==> src/logic/xbr_pkg.sv <==
// constants for the port crossbar routing block
package xbr_pkg;
    localparam int NUM_PINS = 24;
    localparam int NUM_FUNCS = 26;
    localparam int ADDR_W = 12;
    // register indices; byte address is four times the index
    localparam logic [7:0] IDX_ROUTE_A = 8'hE1;
    localparam logic [7:0] IDX_ROUTE_B = 8'hE2;
    localparam logic [7:0] IDX_CTRL = 8'hE3;
    localparam logic [7:0] IDX_BYPASS = 8'hE4;
    localparam logic [7:0] IDX_USED = 8'hE5;
    localparam logic [7:0] ROUTE_A_RST = 8'h00;
    localparam logic [6:0] ROUTE_B_RST = 7'h00;
    localparam logic CTRL_RST = 1'b0;
    localparam logic [23:0] BYPASS_RST = 24'h000000;
    // route A fields
    localparam int A_CMP1_ASYNC = 7;
    localparam int A_CMP1_SYNC = 6;
    localparam int A_CMP0_ASYNC = 5;
    localparam int A_CMP0_SYNC = 4;
    localparam int A_SYSCLK = 3;
    localparam int A_TWO_WIRE = 2;
    localparam int A_PORT_A = 1;
    localparam int A_ASYNC_SERIAL = 0;
    // route B fields
    localparam int B_PORT_B = 6;
    localparam int B_TIMER1 = 5;
    localparam int B_TIMER0 = 4;
    localparam int B_COUNT_IN = 3;
    localparam int B_MOD_LSB = 0;
    localparam int B_MOD_W = 3;
    localparam logic [2:0] MOD_RESERVED = 3'h7;
    localparam int CTRL_ENABLE = 0;
    // functions in decoder priority order
    localparam int FN_TX = 0;
    localparam int FN_RX = 1;
    localparam int FN_PB_SCK = 2;
    localparam int FN_PB_MISO = 3;
    localparam int FN_PB_MOSI = 4;
    localparam int FN_PB_SEL = 5;
    localparam int FN_PA_SCK = 6;
    localparam int FN_PA_SEL = 9;
    localparam int FN_SDA = 10;
    localparam int FN_SCL = 11;
    localparam int FN_CMP0 = 12;
    localparam int FN_CMP0A = 13;
    localparam int FN_CMP1 = 14;
    localparam int FN_CMP1A = 15;
    localparam int FN_SYSCLK = 16;
    localparam int FN_MOD0 = 17;
    localparam int NUM_MODS = 6;
    localparam int FN_COUNT_IN = 23;
    localparam int FN_T0 = 24;
    localparam int FN_T1 = 25;
    localparam int FN_FLEX_FIRST = 6;
    // fixed pin numbers, port n pin m at n*8+m
    localparam int PIN_TX = 4;
    localparam int PIN_RX = 5;
    localparam int PIN_PB_SCK = 16;
endpackage

==> src/logic/xbr_slot_assign.sv <==
// one priority stage: grant the lowest pin not yet taken
`timescale 1ns/10ps
module xbr_slot_assign #(
    parameter int N = 24
) (
    input wire logic req,
    input wire logic [N-1:0] takenIn,
    output logic [N-1:0] grant,
    output logic [N-1:0] takenOut
);
    logic [N-1:0] freeMask;

    always_comb begin
        freeMask = ~takenIn;
        // isolate lowest set bit of the free mask
        grant = req ? (freeMask & N'(~freeMask + N'(1))) : '0;
        takenOut = takenIn | grant;
    end
endmodule // xbr_slot_assign

==> src/logic/xbr_crossbar.sv <==
// port crossbar: routing registers on APB and pin assignment
//
// The implementer's own choice: the APB register port.
`timescale 1ns/10ps
module xbr_crossbar #(
    parameter int NP = xbr_pkg::NUM_PINS,
    parameter int NF = xbr_pkg::NUM_FUNCS
) (
    input wire logic core_clk,
    input wire logic nrst,
    input wire logic psel,
    input wire logic penable,
    input wire logic pwrite,
    input wire logic [xbr_pkg::ADDR_W-1:0] paddr,
    input wire logic [31:0] pwdata,
    output logic [31:0] prdata,
    output logic pready,
    output logic pslverr,
    input wire logic serialPortAFourWire,
    input wire logic serialPortBFourWire,
    input wire logic [NF-1:0] funcOut,
    input wire logic [NF-1:0] funcOe,
    output logic [NF-1:0] funcIn,
    input wire logic [NP-1:0] pinIn,
    input wire logic [NP-1:0] pinPushPull,
    output logic [NP-1:0] pinOut,
    output logic [NP-1:0] pinOeN
);
    logic [7:0] routeA_reg;
    logic [6:0] routeB_reg;
    logic enable_reg;
    logic [NP-1:0] bypass_reg;
    logic [NP-1:0] used_reg;
    logic [NP-1:0] openDrain_reg;
    logic [NF-1:0] req;
    logic [NP-1:0] grant [NF];
    logic [NP-1:0] fixedGrant [xbr_pkg::FN_FLEX_FIRST];
    logic [NP-1:0] taken [NF+1];
    logic [NP-1:0] fixedMask;
    logic [NP-1:0] usedNext;
    logic [NP-1:0] pinOutNext;
    logic [NP-1:0] driveNext;
    logic [NP-1:0] odNext;
    logic [NF-1:0] funcInNext;
    logic [2:0] modCount;
    logic [7:0] regIdx;
    logic setup;
    logic wrDone;
    logic mapped;
    logic [31:0] rdNext;

    // ---------------- APB slave ----------------
    assign regIdx = paddr[9:2];
    assign setup = psel && !penable;
    assign wrDone = psel && penable && pready && pwrite;
    assign mapped = (paddr[1:0] == 2'h0) && (paddr[11:10] == 2'h0)
        && (regIdx >= xbr_pkg::IDX_ROUTE_A)
        && (regIdx <= xbr_pkg::IDX_USED);

    always_comb begin
        rdNext = 32'h00000000;
        case (regIdx)
            xbr_pkg::IDX_ROUTE_A: rdNext[7:0] = routeA_reg;
            xbr_pkg::IDX_ROUTE_B: rdNext[6:0] = routeB_reg;
            xbr_pkg::IDX_CTRL: rdNext[xbr_pkg::CTRL_ENABLE] = enable_reg;
            xbr_pkg::IDX_BYPASS: rdNext[NP-1:0] = bypass_reg;
            xbr_pkg::IDX_USED: rdNext[NP-1:0] = used_reg;
            default: rdNext = 32'h00000000;
        endcase
    end

    // zero-wait slave: the answer is ready in the first access cycle
    always_ff @(posedge core_clk or negedge nrst) begin
        if (!nrst) begin
            pready <= 1'b0;
            pslverr <= 1'b0;
            prdata <= 32'h00000000;
        end else begin
            pready <= setup;
            pslverr <= setup && !mapped;
            prdata <= (setup && !pwrite && mapped) ? rdNext : 32'h00000000;
        end
    end

    always_ff @(posedge core_clk or negedge nrst) begin
        if (!nrst) begin
            routeA_reg <= xbr_pkg::ROUTE_A_RST;
            routeB_reg <= xbr_pkg::ROUTE_B_RST;
            enable_reg <= xbr_pkg::CTRL_RST;
            bypass_reg <= xbr_pkg::BYPASS_RST;
        end else if (wrDone && mapped) begin
            case (regIdx)
                xbr_pkg::IDX_ROUTE_A: routeA_reg <= pwdata[7:0];
                // top bit has no storage, so writes to it vanish
                xbr_pkg::IDX_ROUTE_B: routeB_reg <= pwdata[6:0];
                xbr_pkg::IDX_CTRL: enable_reg <= pwdata[xbr_pkg::CTRL_ENABLE];
                xbr_pkg::IDX_BYPASS: bypass_reg <= pwdata[NP-1:0];
                default: ;
            endcase
        end
    end

    // ---------------- function requests ----------------
    always_comb begin
        req = '0;
        req[xbr_pkg::FN_TX] = routeA_reg[xbr_pkg::A_ASYNC_SERIAL];
        req[xbr_pkg::FN_RX] = routeA_reg[xbr_pkg::A_ASYNC_SERIAL];
        for (int i = 0; i < 3; i++) begin
            req[xbr_pkg::FN_PB_SCK + i] = routeB_reg[xbr_pkg::B_PORT_B];
            req[xbr_pkg::FN_PA_SCK + i] = routeA_reg[xbr_pkg::A_PORT_A];
        end
        req[xbr_pkg::FN_PB_SEL] = routeB_reg[xbr_pkg::B_PORT_B]
            && serialPortBFourWire;
        req[xbr_pkg::FN_PA_SEL] = routeA_reg[xbr_pkg::A_PORT_A]
            && serialPortAFourWire;
        req[xbr_pkg::FN_SDA] = routeA_reg[xbr_pkg::A_TWO_WIRE];
        req[xbr_pkg::FN_SCL] = routeA_reg[xbr_pkg::A_TWO_WIRE];
        req[xbr_pkg::FN_CMP0] = routeA_reg[xbr_pkg::A_CMP0_SYNC];
        req[xbr_pkg::FN_CMP0A] = routeA_reg[xbr_pkg::A_CMP0_ASYNC];
        req[xbr_pkg::FN_CMP1] = routeA_reg[xbr_pkg::A_CMP1_SYNC];
        req[xbr_pkg::FN_CMP1A] = routeA_reg[xbr_pkg::A_CMP1_ASYNC];
        req[xbr_pkg::FN_SYSCLK] = routeA_reg[xbr_pkg::A_SYSCLK];
        for (int i = 0; i < xbr_pkg::NUM_MODS; i++) begin
            // reserved code routes nothing rather than all six
            req[xbr_pkg::FN_MOD0 + i] = (modCount != xbr_pkg::MOD_RESERVED)
                && (i < int'(modCount));
        end
        req[xbr_pkg::FN_COUNT_IN] = routeB_reg[xbr_pkg::B_COUNT_IN];
        req[xbr_pkg::FN_T0] = routeB_reg[xbr_pkg::B_TIMER0];
        req[xbr_pkg::FN_T1] = routeB_reg[xbr_pkg::B_TIMER1];
    end
    assign modCount = routeB_reg[xbr_pkg::B_MOD_LSB +: xbr_pkg::B_MOD_W];

    // ---------------- pin assignment ----------------
    // fixed functions sit on their pins regardless of the bypass mask
    always_comb begin
        for (int f = 0; f < xbr_pkg::FN_FLEX_FIRST; f++) begin
            fixedGrant[f] = '0;
        end
        fixedGrant[xbr_pkg::FN_TX][xbr_pkg::PIN_TX] = req[xbr_pkg::FN_TX];
        fixedGrant[xbr_pkg::FN_RX][xbr_pkg::PIN_RX] = req[xbr_pkg::FN_RX];
        for (int i = 0; i < 4; i++) begin
            fixedGrant[xbr_pkg::FN_PB_SCK + i][xbr_pkg::PIN_PB_SCK + i] =
                req[xbr_pkg::FN_PB_SCK + i];
        end
        fixedMask = bypass_reg;
        for (int f = 0; f < xbr_pkg::FN_FLEX_FIRST; f++) begin
            fixedMask = fixedMask | fixedGrant[f];
        end
    end
    assign taken[xbr_pkg::FN_FLEX_FIRST] = fixedMask;

    // one driver per grant entry: fixed ones here, flexible ones in the chain
    for (genvar f = 0; f < xbr_pkg::FN_FLEX_FIRST; f++) begin : g_fixed
        assign grant[f] = fixedGrant[f];
    end

    // a dropped select line frees its pin for the next function
    for (genvar f = xbr_pkg::FN_FLEX_FIRST; f < NF; f++) begin : g_chain
        xbr_slot_assign #(.N(NP)) u_slot (
            .req(req[f]),
            .takenIn(taken[f]),
            .grant(grant[f]),
            .takenOut(taken[f+1])
        );
    end

    // unrouted function inputs read low
    always_comb begin
        pinOutNext = '0;
        driveNext = '0;
        odNext = ~pinPushPull;
        funcInNext = '0;
        usedNext = '0;
        for (int f = 0; f < NF; f++) begin
            usedNext = usedNext | grant[f];
            for (int p = 0; p < NP; p++) begin
                if (grant[f][p]) begin
                    pinOutNext[p] = funcOut[f];
                    driveNext[p] = funcOe[f];
                    funcInNext[f] = pinIn[p];
                    if (f == xbr_pkg::FN_SDA || f == xbr_pkg::FN_SCL) begin
                        odNext[p] = 1'b1;
                    end
                end
            end
        end
        // open-drain pins only ever pull low
        driveNext = driveNext & ~(odNext & pinOutNext);
        if (!enable_reg) begin
            driveNext = '0;
        end
    end

    // pins are retimed, so routed signals trail their source by a cycle
    always_ff @(posedge core_clk or negedge nrst) begin
        if (!nrst) begin
            pinOut <= '0;
            pinOeN <= '1;
            funcIn <= '0;
            used_reg <= '0;
            openDrain_reg <= '0;
        end else begin
            pinOut <= pinOutNext;
            pinOeN <= ~driveNext;
            funcIn <= enable_reg ? funcInNext : '0;
            used_reg <= usedNext;
            openDrain_reg <= odNext;
        end
    end
endmodule // xbr_crossbar

==> config.mk <==
export PLATFORM = sky130hd
export DESIGN_NAME = xbr_crossbar
export DESIGN_NICKNAME = d
export VERILOG_FILES = /design/src/logic/xbr_pkg.sv /design/src/logic/xbr_slot_assign.sv /design/src/logic/xbr_crossbar.sv
export SDC_FILE = /design/constraint.sdc
export NUM_CORES = 2
export LEC_CHECK = 0
export BUFFER_PORTS_ARGS = -buffer_cell sky130_fd_sc_hd__buf_2
export CORE_UTILIZATION = 40
export CTS_BUF_LIST = sky130_fd_sc_hd__clkbuf_4 sky130_fd_sc_hd__clkbuf_8 sky130_fd_sc_hd__clkbuf_16
export DETAILED_ROUTE_END_ITERATION = 16
export SYNTH_ARGS = -nofsm -noshare
export SYNTH_HDL_FRONTEND = slang
export SYNTH_SLANG_ARGS = --single-unit
==> constraint.sdc <==
create_clock -name core_clk -period 10.15 [get_ports core_clk]
set_input_delay 2.03 -clock core_clk [delete_from_list [all_inputs] [get_ports core_clk]]
set_output_delay 2.03 -clock core_clk [all_outputs]
set_load 0.01 [all_outputs]
# Word-level counts from Yosys, hierarchy flattened
# Cells that the tools add are included.
[word_totals]
romBits = 0
memories = 0
mem_bits_rw = 0
latch_bits = 0
out_inout_bits = 108
inputBits = 151
ff_bits = 164
word_cells = 1721
[op_classes]
magnitude_cmp = 8
n_reduce_logical = 28
n_bitwise = 115
n_mul = 0
shift = 0
div = 0
addsub = 20
muxes = 1533
n_eq_ne = 6
[op_table]
columns = ["cell", "count"]
rows = [
  ["2-to-1 mux 1 bit", 1506],
  ["inverter 24 bit", 43],
  ["bitwise OR 24 bit", 38],
  ["bitwise AND 24 bit", 22],
  ["2-to-1 mux 24 bit", 22],
  ["adder 24 x 1 -> 24 bit, second input constant", 20],
  ["== test 8 bit, second input constant", 5],
  ["case mux 16 bit (2 select lines)", 1],
  ["2-to-1 mux 26 bit", 1],
  ["bitwise OR 20 x 24 -> 24 bit", 1],
  ["bitwise OR 24 x 17 -> 24 bit", 1],
  ["bitwise OR 24 x 18 -> 24 bit", 1],
  ["bitwise OR 24 x 19 -> 24 bit", 1],
  ["bitwise OR 24 x 20 -> 24 bit", 1],
  ["bitwise OR 24 x 5 -> 24 bit", 1],
  ["bitwise OR 24 x 6 -> 24 bit", 1],
  ["case mux 6 bit (4 select lines)", 1],
  ["bitwise OR 19 x 20 -> 20 bit", 1],
  ["logical AND 1 bit", 19],
  ["bitwise OR 18 x 19 -> 19 bit", 1],
  ["bitwise OR 17 x 18 -> 18 bit", 1],
  ["bitwise OR 6 x 17 -> 17 bit", 1],
  [">= comparator 8 bit, second input constant", 1],
  ["<= comparator 8 bit, second input constant", 1],
  ["other kinds (10)", 19],
]

# Longest topological paths before layout
[logic_depth]
depth_word = 150
depth_mapped = 38
ltp_nobuf = 27

# Modules after synthesis
# A second synthesis with hierarchy kept.
[hier_totals]
cells_unflattened = 5019
hier_area_um2 = 34780.9
[modules_own_cells]
columns = ["mod", "area_each_um2", "seq_area_each_um2", "cells_each", "instances"]
rows = [
  ["xbr_crossbar", 22118.7, 4134.0, 3259, 1],
  ["xbr_slot_assign", 633.1, 0.0, 88, 20],
]

# Worst setup path after synthesis
# Ideal clock, no wire load.
[synth_path]
path_kind = "input to register"
startpoint = "in serialPortAFourWire"
endpoint = "reg used_reg[21]"
t_required_ps = 10011
cell_stages = 28
n_path_buf = 3
path_slack_ps = 890
t_arrival_ps = 9121
setup_time_ps = 139
cell_sequence = "o41ai_4 > o2111ai_2 > a2111oi_2 > nor2_1 > o21ai_2 > clkbuf_1 > nand4_1 > nor4_2 > o31ai_1 > a2111o_1 > and2_1 > buf_2 > a211oi_4 > nor2_2 > o32ai_4 > o211ai_2 > nand3_1 > buf_2 > a211oi_2 > nor2_1 > o211ai_2 > maj3_1 > a211oi_1 > nor2_1 > xnor2_1 > a221oi_1 > nor3_2 > or4_1"
[synth_between]
elab_chain_cells = 99
elab_cells_between_ends = 115
cone_classes = "16 x add/sub; 17 x mux; 81 x bitwise; 1 x reduce/logical"
[synth_rtl]
columns = ["element", "line_no", "text"]
rows = [
  ["start, declared", "xbr_crossbar.sv:19", "input wire logic serialPortAFourWire,"],
  ["logical AND 1 bit *", "xbr_crossbar.sv:115", "&& serialPortAFourWire;"],
  ["2-to-1 mux 24 bit *", "xbr_slot_assign.sv:16", "grant = req ? (freeMask & N'(~freeMask + N'(1))) : '0;"],
  ["bitwise OR 24 bit", "xbr_slot_assign.sv:17", "takenOut = takenIn | grant;"],
  ["inverter 24 bit", "xbr_slot_assign.sv:14", "freeMask = ~takenIn;"],
  ["inverter 24 bit", "xbr_slot_assign.sv:16", ""],
  ["adder 24 x 1 -> 24 bit", "xbr_slot_assign.sv:16", ""],
  ["bitwise AND 24 bit", "xbr_slot_assign.sv:16", ""],
  ["2-to-1 mux 24 bit", "xbr_slot_assign.sv:16", ""],
  ["[... 84 more ...]", "--", ""],
  ["bitwise OR 24 bit", "xbr_slot_assign.sv:17", ""],
  ["inverter 24 bit", "xbr_slot_assign.sv:14", ""],
  ["inverter 24 bit", "xbr_slot_assign.sv:16", ""],
  ["adder 24 x 1 -> 24 bit", "xbr_slot_assign.sv:16", ""],
  ["bitwise AND 24 bit", "xbr_slot_assign.sv:16", ""],
  ["2-to-1 mux 24 bit", "xbr_slot_assign.sv:16", ""],
  ["bitwise OR 24 bit *", "xbr_crossbar.sv:176", "usedNext = usedNext | grant[f];"],
  ["named net usedNext[21]", "xbr_crossbar.sv:40", "logic [NP-1:0] usedNext;"],
  ["end signal, assigned", "xbr_crossbar.sv:207", "used_reg <= usedNext;"],
  ["end, declared", "xbr_crossbar.sv:33", "logic [NP-1:0] used_reg;"],
]
# Mark *: on every way through the listed nets, which the timed path passes. The rest lies on a longest branch.
# A chain may end at the register's enable or synchronous reset.

# Worst setup path in the final report
[layout_path]
startpoint = "in serialPortAFourWire"
endpoint = "reg used_reg[23]"
# The elaborated chain is that of the path after synthesis.

==> impl_metrics.toml <==
[final_layout]
largest_register_ff_count = 26
multiInputGateArea_um2 = 24700
finalInstanceArea_um2 = 34560
nNetsFinal = 4860
fillerInstances = 8002
area_delta_synth_final_pct = 13.62
ff_latch_area_um2 = 4136
final_cell_count_without_fillers = 5695
largest-register = "funcIn"
drive_above_1_share_pct = 19.04

[detailed_routing]
detailedRoute.firstPassIterationCount = 8
detail-route-antenna-nets = 0
route.detailed.vias_per_inst = 7.014
finalWirelength_um = 151300
count_of_vias_placed_by_the_detailed_router = 39950
route.detailed.drc = 0
drt_first_iter_violations = 5625
drt-wirelength-per-cell_um = 26.57

[cts]
maximum_level_of_the_cts_h_tree = 4
cts_max_path_buffers = 2
cts.sink_count = 164
cts_hold_repair.buffers = 0
tritoncts = "done"
clockRootBuffer = "sky130_fd_sc_hd__clkbuf_16"
inserted_clock_buffers = 17
clk-insertion-delay-late_ns = 0.52
cts.clk_slew.worst_paths_ns = 0.09

[critical_path]
reg2regPathDepth = 30
ff2ff_setup_slack_ns = 0.53
worstPathMaxFanout = 10
criticalPathCategory = "input pin to register"
cp_slowest_stage_delay_ns = 0.58
crit-reg2reg-capture = "used_reg[23]"
timing.rr.start = "routeA_reg[1]"
arrival_ns = 10.19
cp.required_ns = 10.56
crit_slowest_cell = "sky130_fd_sc_hd__o211ai_1"
timing.critical_path.mode_cell = "sky130_fd_sc_hd__buf_4"
worst_setup_path_end_kind = "register"
worst_setup_path_start_kind = "input pin"

[sta]
finalMaxSlewViolations = 0
final_period_util_pct = 96.42
finalClockSkew_ns = 0.02001
rsz0062_at_grt = "no"
final.setup.worst_slack_ns = 0.3639
worst-slew-pin-transition_ns = 1.216
setup_viol_count_final = 0
fmax_mhz = 102.2
max_slew_margin_pct = 18.73
final_hold_fails = 0
finalWorstPathRequiredPeriod_ns = 9.786

[yosys]
syn_area_um2 = 30420
synth-async-reset-ratio_pct = 100.0
postSynth.topFlopCell = "sky130_fd_sc_hd__dfrtp_1"
combinational_family_with_the_most_area_after_synthesis = "compound AO/OA/AOI/OAI gates"
post_synth_xor_area_fraction_pct = 1.296
yosys.cell_types.count = 129
netlist_instances = 4456
syn_avg_cell_area_um2 = 6.826
compound_gate_portion_of_the_synthesized_area_pct = 43.63
yosys.area.top_type_share_pct = 11.52
muxShareOfSynthArea_pct = 3.192
synth_top_cells_by_count = "544 x sky130_fd_sc_hd__nand2_1, 511 x sky130_fd_sc_hd__nor2_1, 314 x sky130_fd_sc_hd__a21oi_1, 248 x sky130_fd_sc_hd__clkbuf_1, 237 x sky130_fd_sc_hd__nor3_1"
yosys.area.top_type = "sky130_fd_sc_hd__dfrtp_1"
synth.area.top_cells = "sky130_fd_sc_hd__dfrtp_1 12%, sky130_fd_sc_hd__nand2_1 6.7%, sky130_fd_sc_hd__nor2_1 6.3%"
synth.yosys.seq_area_share_pct = 13.59
synthMostInstantiatedCell = "sky130_fd_sc_hd__nand2_1"
synthSimpleGateAreaFrac_pct = 32.04
ys.warnings.count = 0
ys_ff_latch = 164
synthAdderAreaFrac_pct = 0.7322
synth-edff-count = 0

[floorplanning]
ios = 259
initial_utilization_pct = 40.65
overall_die_width_um = 277.8
floorplan.die_area_um2 = 77150
die_h_um = 277.8
core_um2 = 74820
num_rows = 100

[power]
p_leak_uw = 0.01352
peakVddDrop_uv = 132.8
p_per_area_nw_per_um2 = 49.81

[global_routing]
number_of_global_route_vias_before_repair = 36210
met3_routing_resource_usage_after_global_routing_pct = 9.526
grt_start_max_net_pins = 64
overflow = 0
grt.met2_usage_pct = 53.03
grt_util_met1_pct = 54.87
grt_first_pass_wirelength_um = 227600
grt-busiest-layer = "met1"
globalRouteTotalUtil_pct = 37.84
grt_antenna_before_repair = 5

[flow_run]
max_cap_viol_count = 0

[placement]
dp_cells = 5658
place.gp.congestion = 0.9818
place_ws_ns = -0.05237
detailedPlacementHpwl_um = 119200
buffer_ports.inserted = 242
postPlaceCellArea_um2 = 33890

[min_path]
timing.hold.worst_endpoint = "prdata[11]"
hold_path_depth = 2
worst_hold_startpoint = "used_reg[11]"
hold_path.class = "register to register"

[status]
status = "finished clean"
## layer usage
metal  vias up  wire length (µm)  share of wire (%)
li1      18160                 -                  -
met4         2              5261                3.5
met1     19160             66920                 44
met3       257             17940                 12
met5         -                10             0.0066
met2      2367             61160                 40
## cell families after synthesis
kind of cell    after synthesis
compound gates             1731
fa+ha+maj                    22
other cells                   1
flops                       164
buf+inv                     394
simple gates               2008
xor+xnor                     45
mux                          91
## final cells by class
cell class | instances | share of cell area [%]
diodes | 4 | 0.02896
clock buffers | 17 | 1.231
clock inverters | 15 | 0.5250
inverters | 52 | 0.5648
multi-input cells | 3905 | 71.47
flip-flops and latches | 164 | 11.97
well taps | 969 | 3.508
repair buffers | 569 | 10.71
## power breakdown
group | internal, µW | switching (µW) | total [µW] | leakage, µW
logic | 79.1 | 245 | 324 | 0.0112
registers | 665 | 5.63 | 671 | 0.00205
clock network | 354 | 372 | 727 | 0.000300
## cell usage in the layout (no fill, tap or decap), types with 130 or more instances in the layout
cell type and n:
sky130_fd_sc_hd__buf_4 325, sky130_fd_sc_hd__a221o_1 162, sky130_fd_sc_hd__o21ai_0 224, sky130_fd_sc_hd__a221oi_1 130, sky130_fd_sc_hd__nor2_1 511, sky130_fd_sc_hd__buf_2 241
sky130_fd_sc_hd__nand3_1 200, sky130_fd_sc_hd__nor3_1 237, sky130_fd_sc_hd__dfrtp_1 138, sky130_fd_sc_hd__nand2_1 544, sky130_fd_sc_hd__a21oi_1 313
## how the worst max path moves through the flow
stage                        end  slack [ns]  cells past startpoint                start
floorplan           used_reg[21]        0.89                     28  serialPortAFourWire
global placement    used_reg[23]        0.02                     32  serialPortAFourWire
detailed placement    pinOut[21]       -0.05                     31  serialPortAFourWire
CTS                 used_reg[23]        0.50                     31  serialPortAFourWire
global route          funcIn[25]       0.008                     30  serialPortAFourWire
finish              used_reg[23]        0.36                     30  serialPortAFourWire
## metrics by stage
| step | utilization [%] | TNS (ns) | power, µW | hold WS (ns) |
|---|---|---|---|---|
| floorplan | - | 0 | 829.8 | 0.4807 |
| global placement | 45.29 | 0 | 992.4 | 0.5154 |
| detailed placement | 45.29 | -0.1014 | 991.9 | 0.5011 |
| CTS | 46.10 | 0 | 1723 | 0.5252 |
| global route | 46.18 | 0 | 1766 | 0.5617 |
| finish | 46.19 | 0 | 1721 | 0.5210 |
## worst max-delay path, delay by kind of cell
kind / cells / cell delay, ns
and+or+nand+nor: 9 / 2.38
buffers and inverters: 5 / 0.91
AOI/OAI and AO/OA: 16 / 4.87
## timing repair
item,in CTS,in global routing
buffers inserted,0,1
resized for setup,0,7
setup endpoints to repair,0,14
Power figures use the tool's default switching activity.
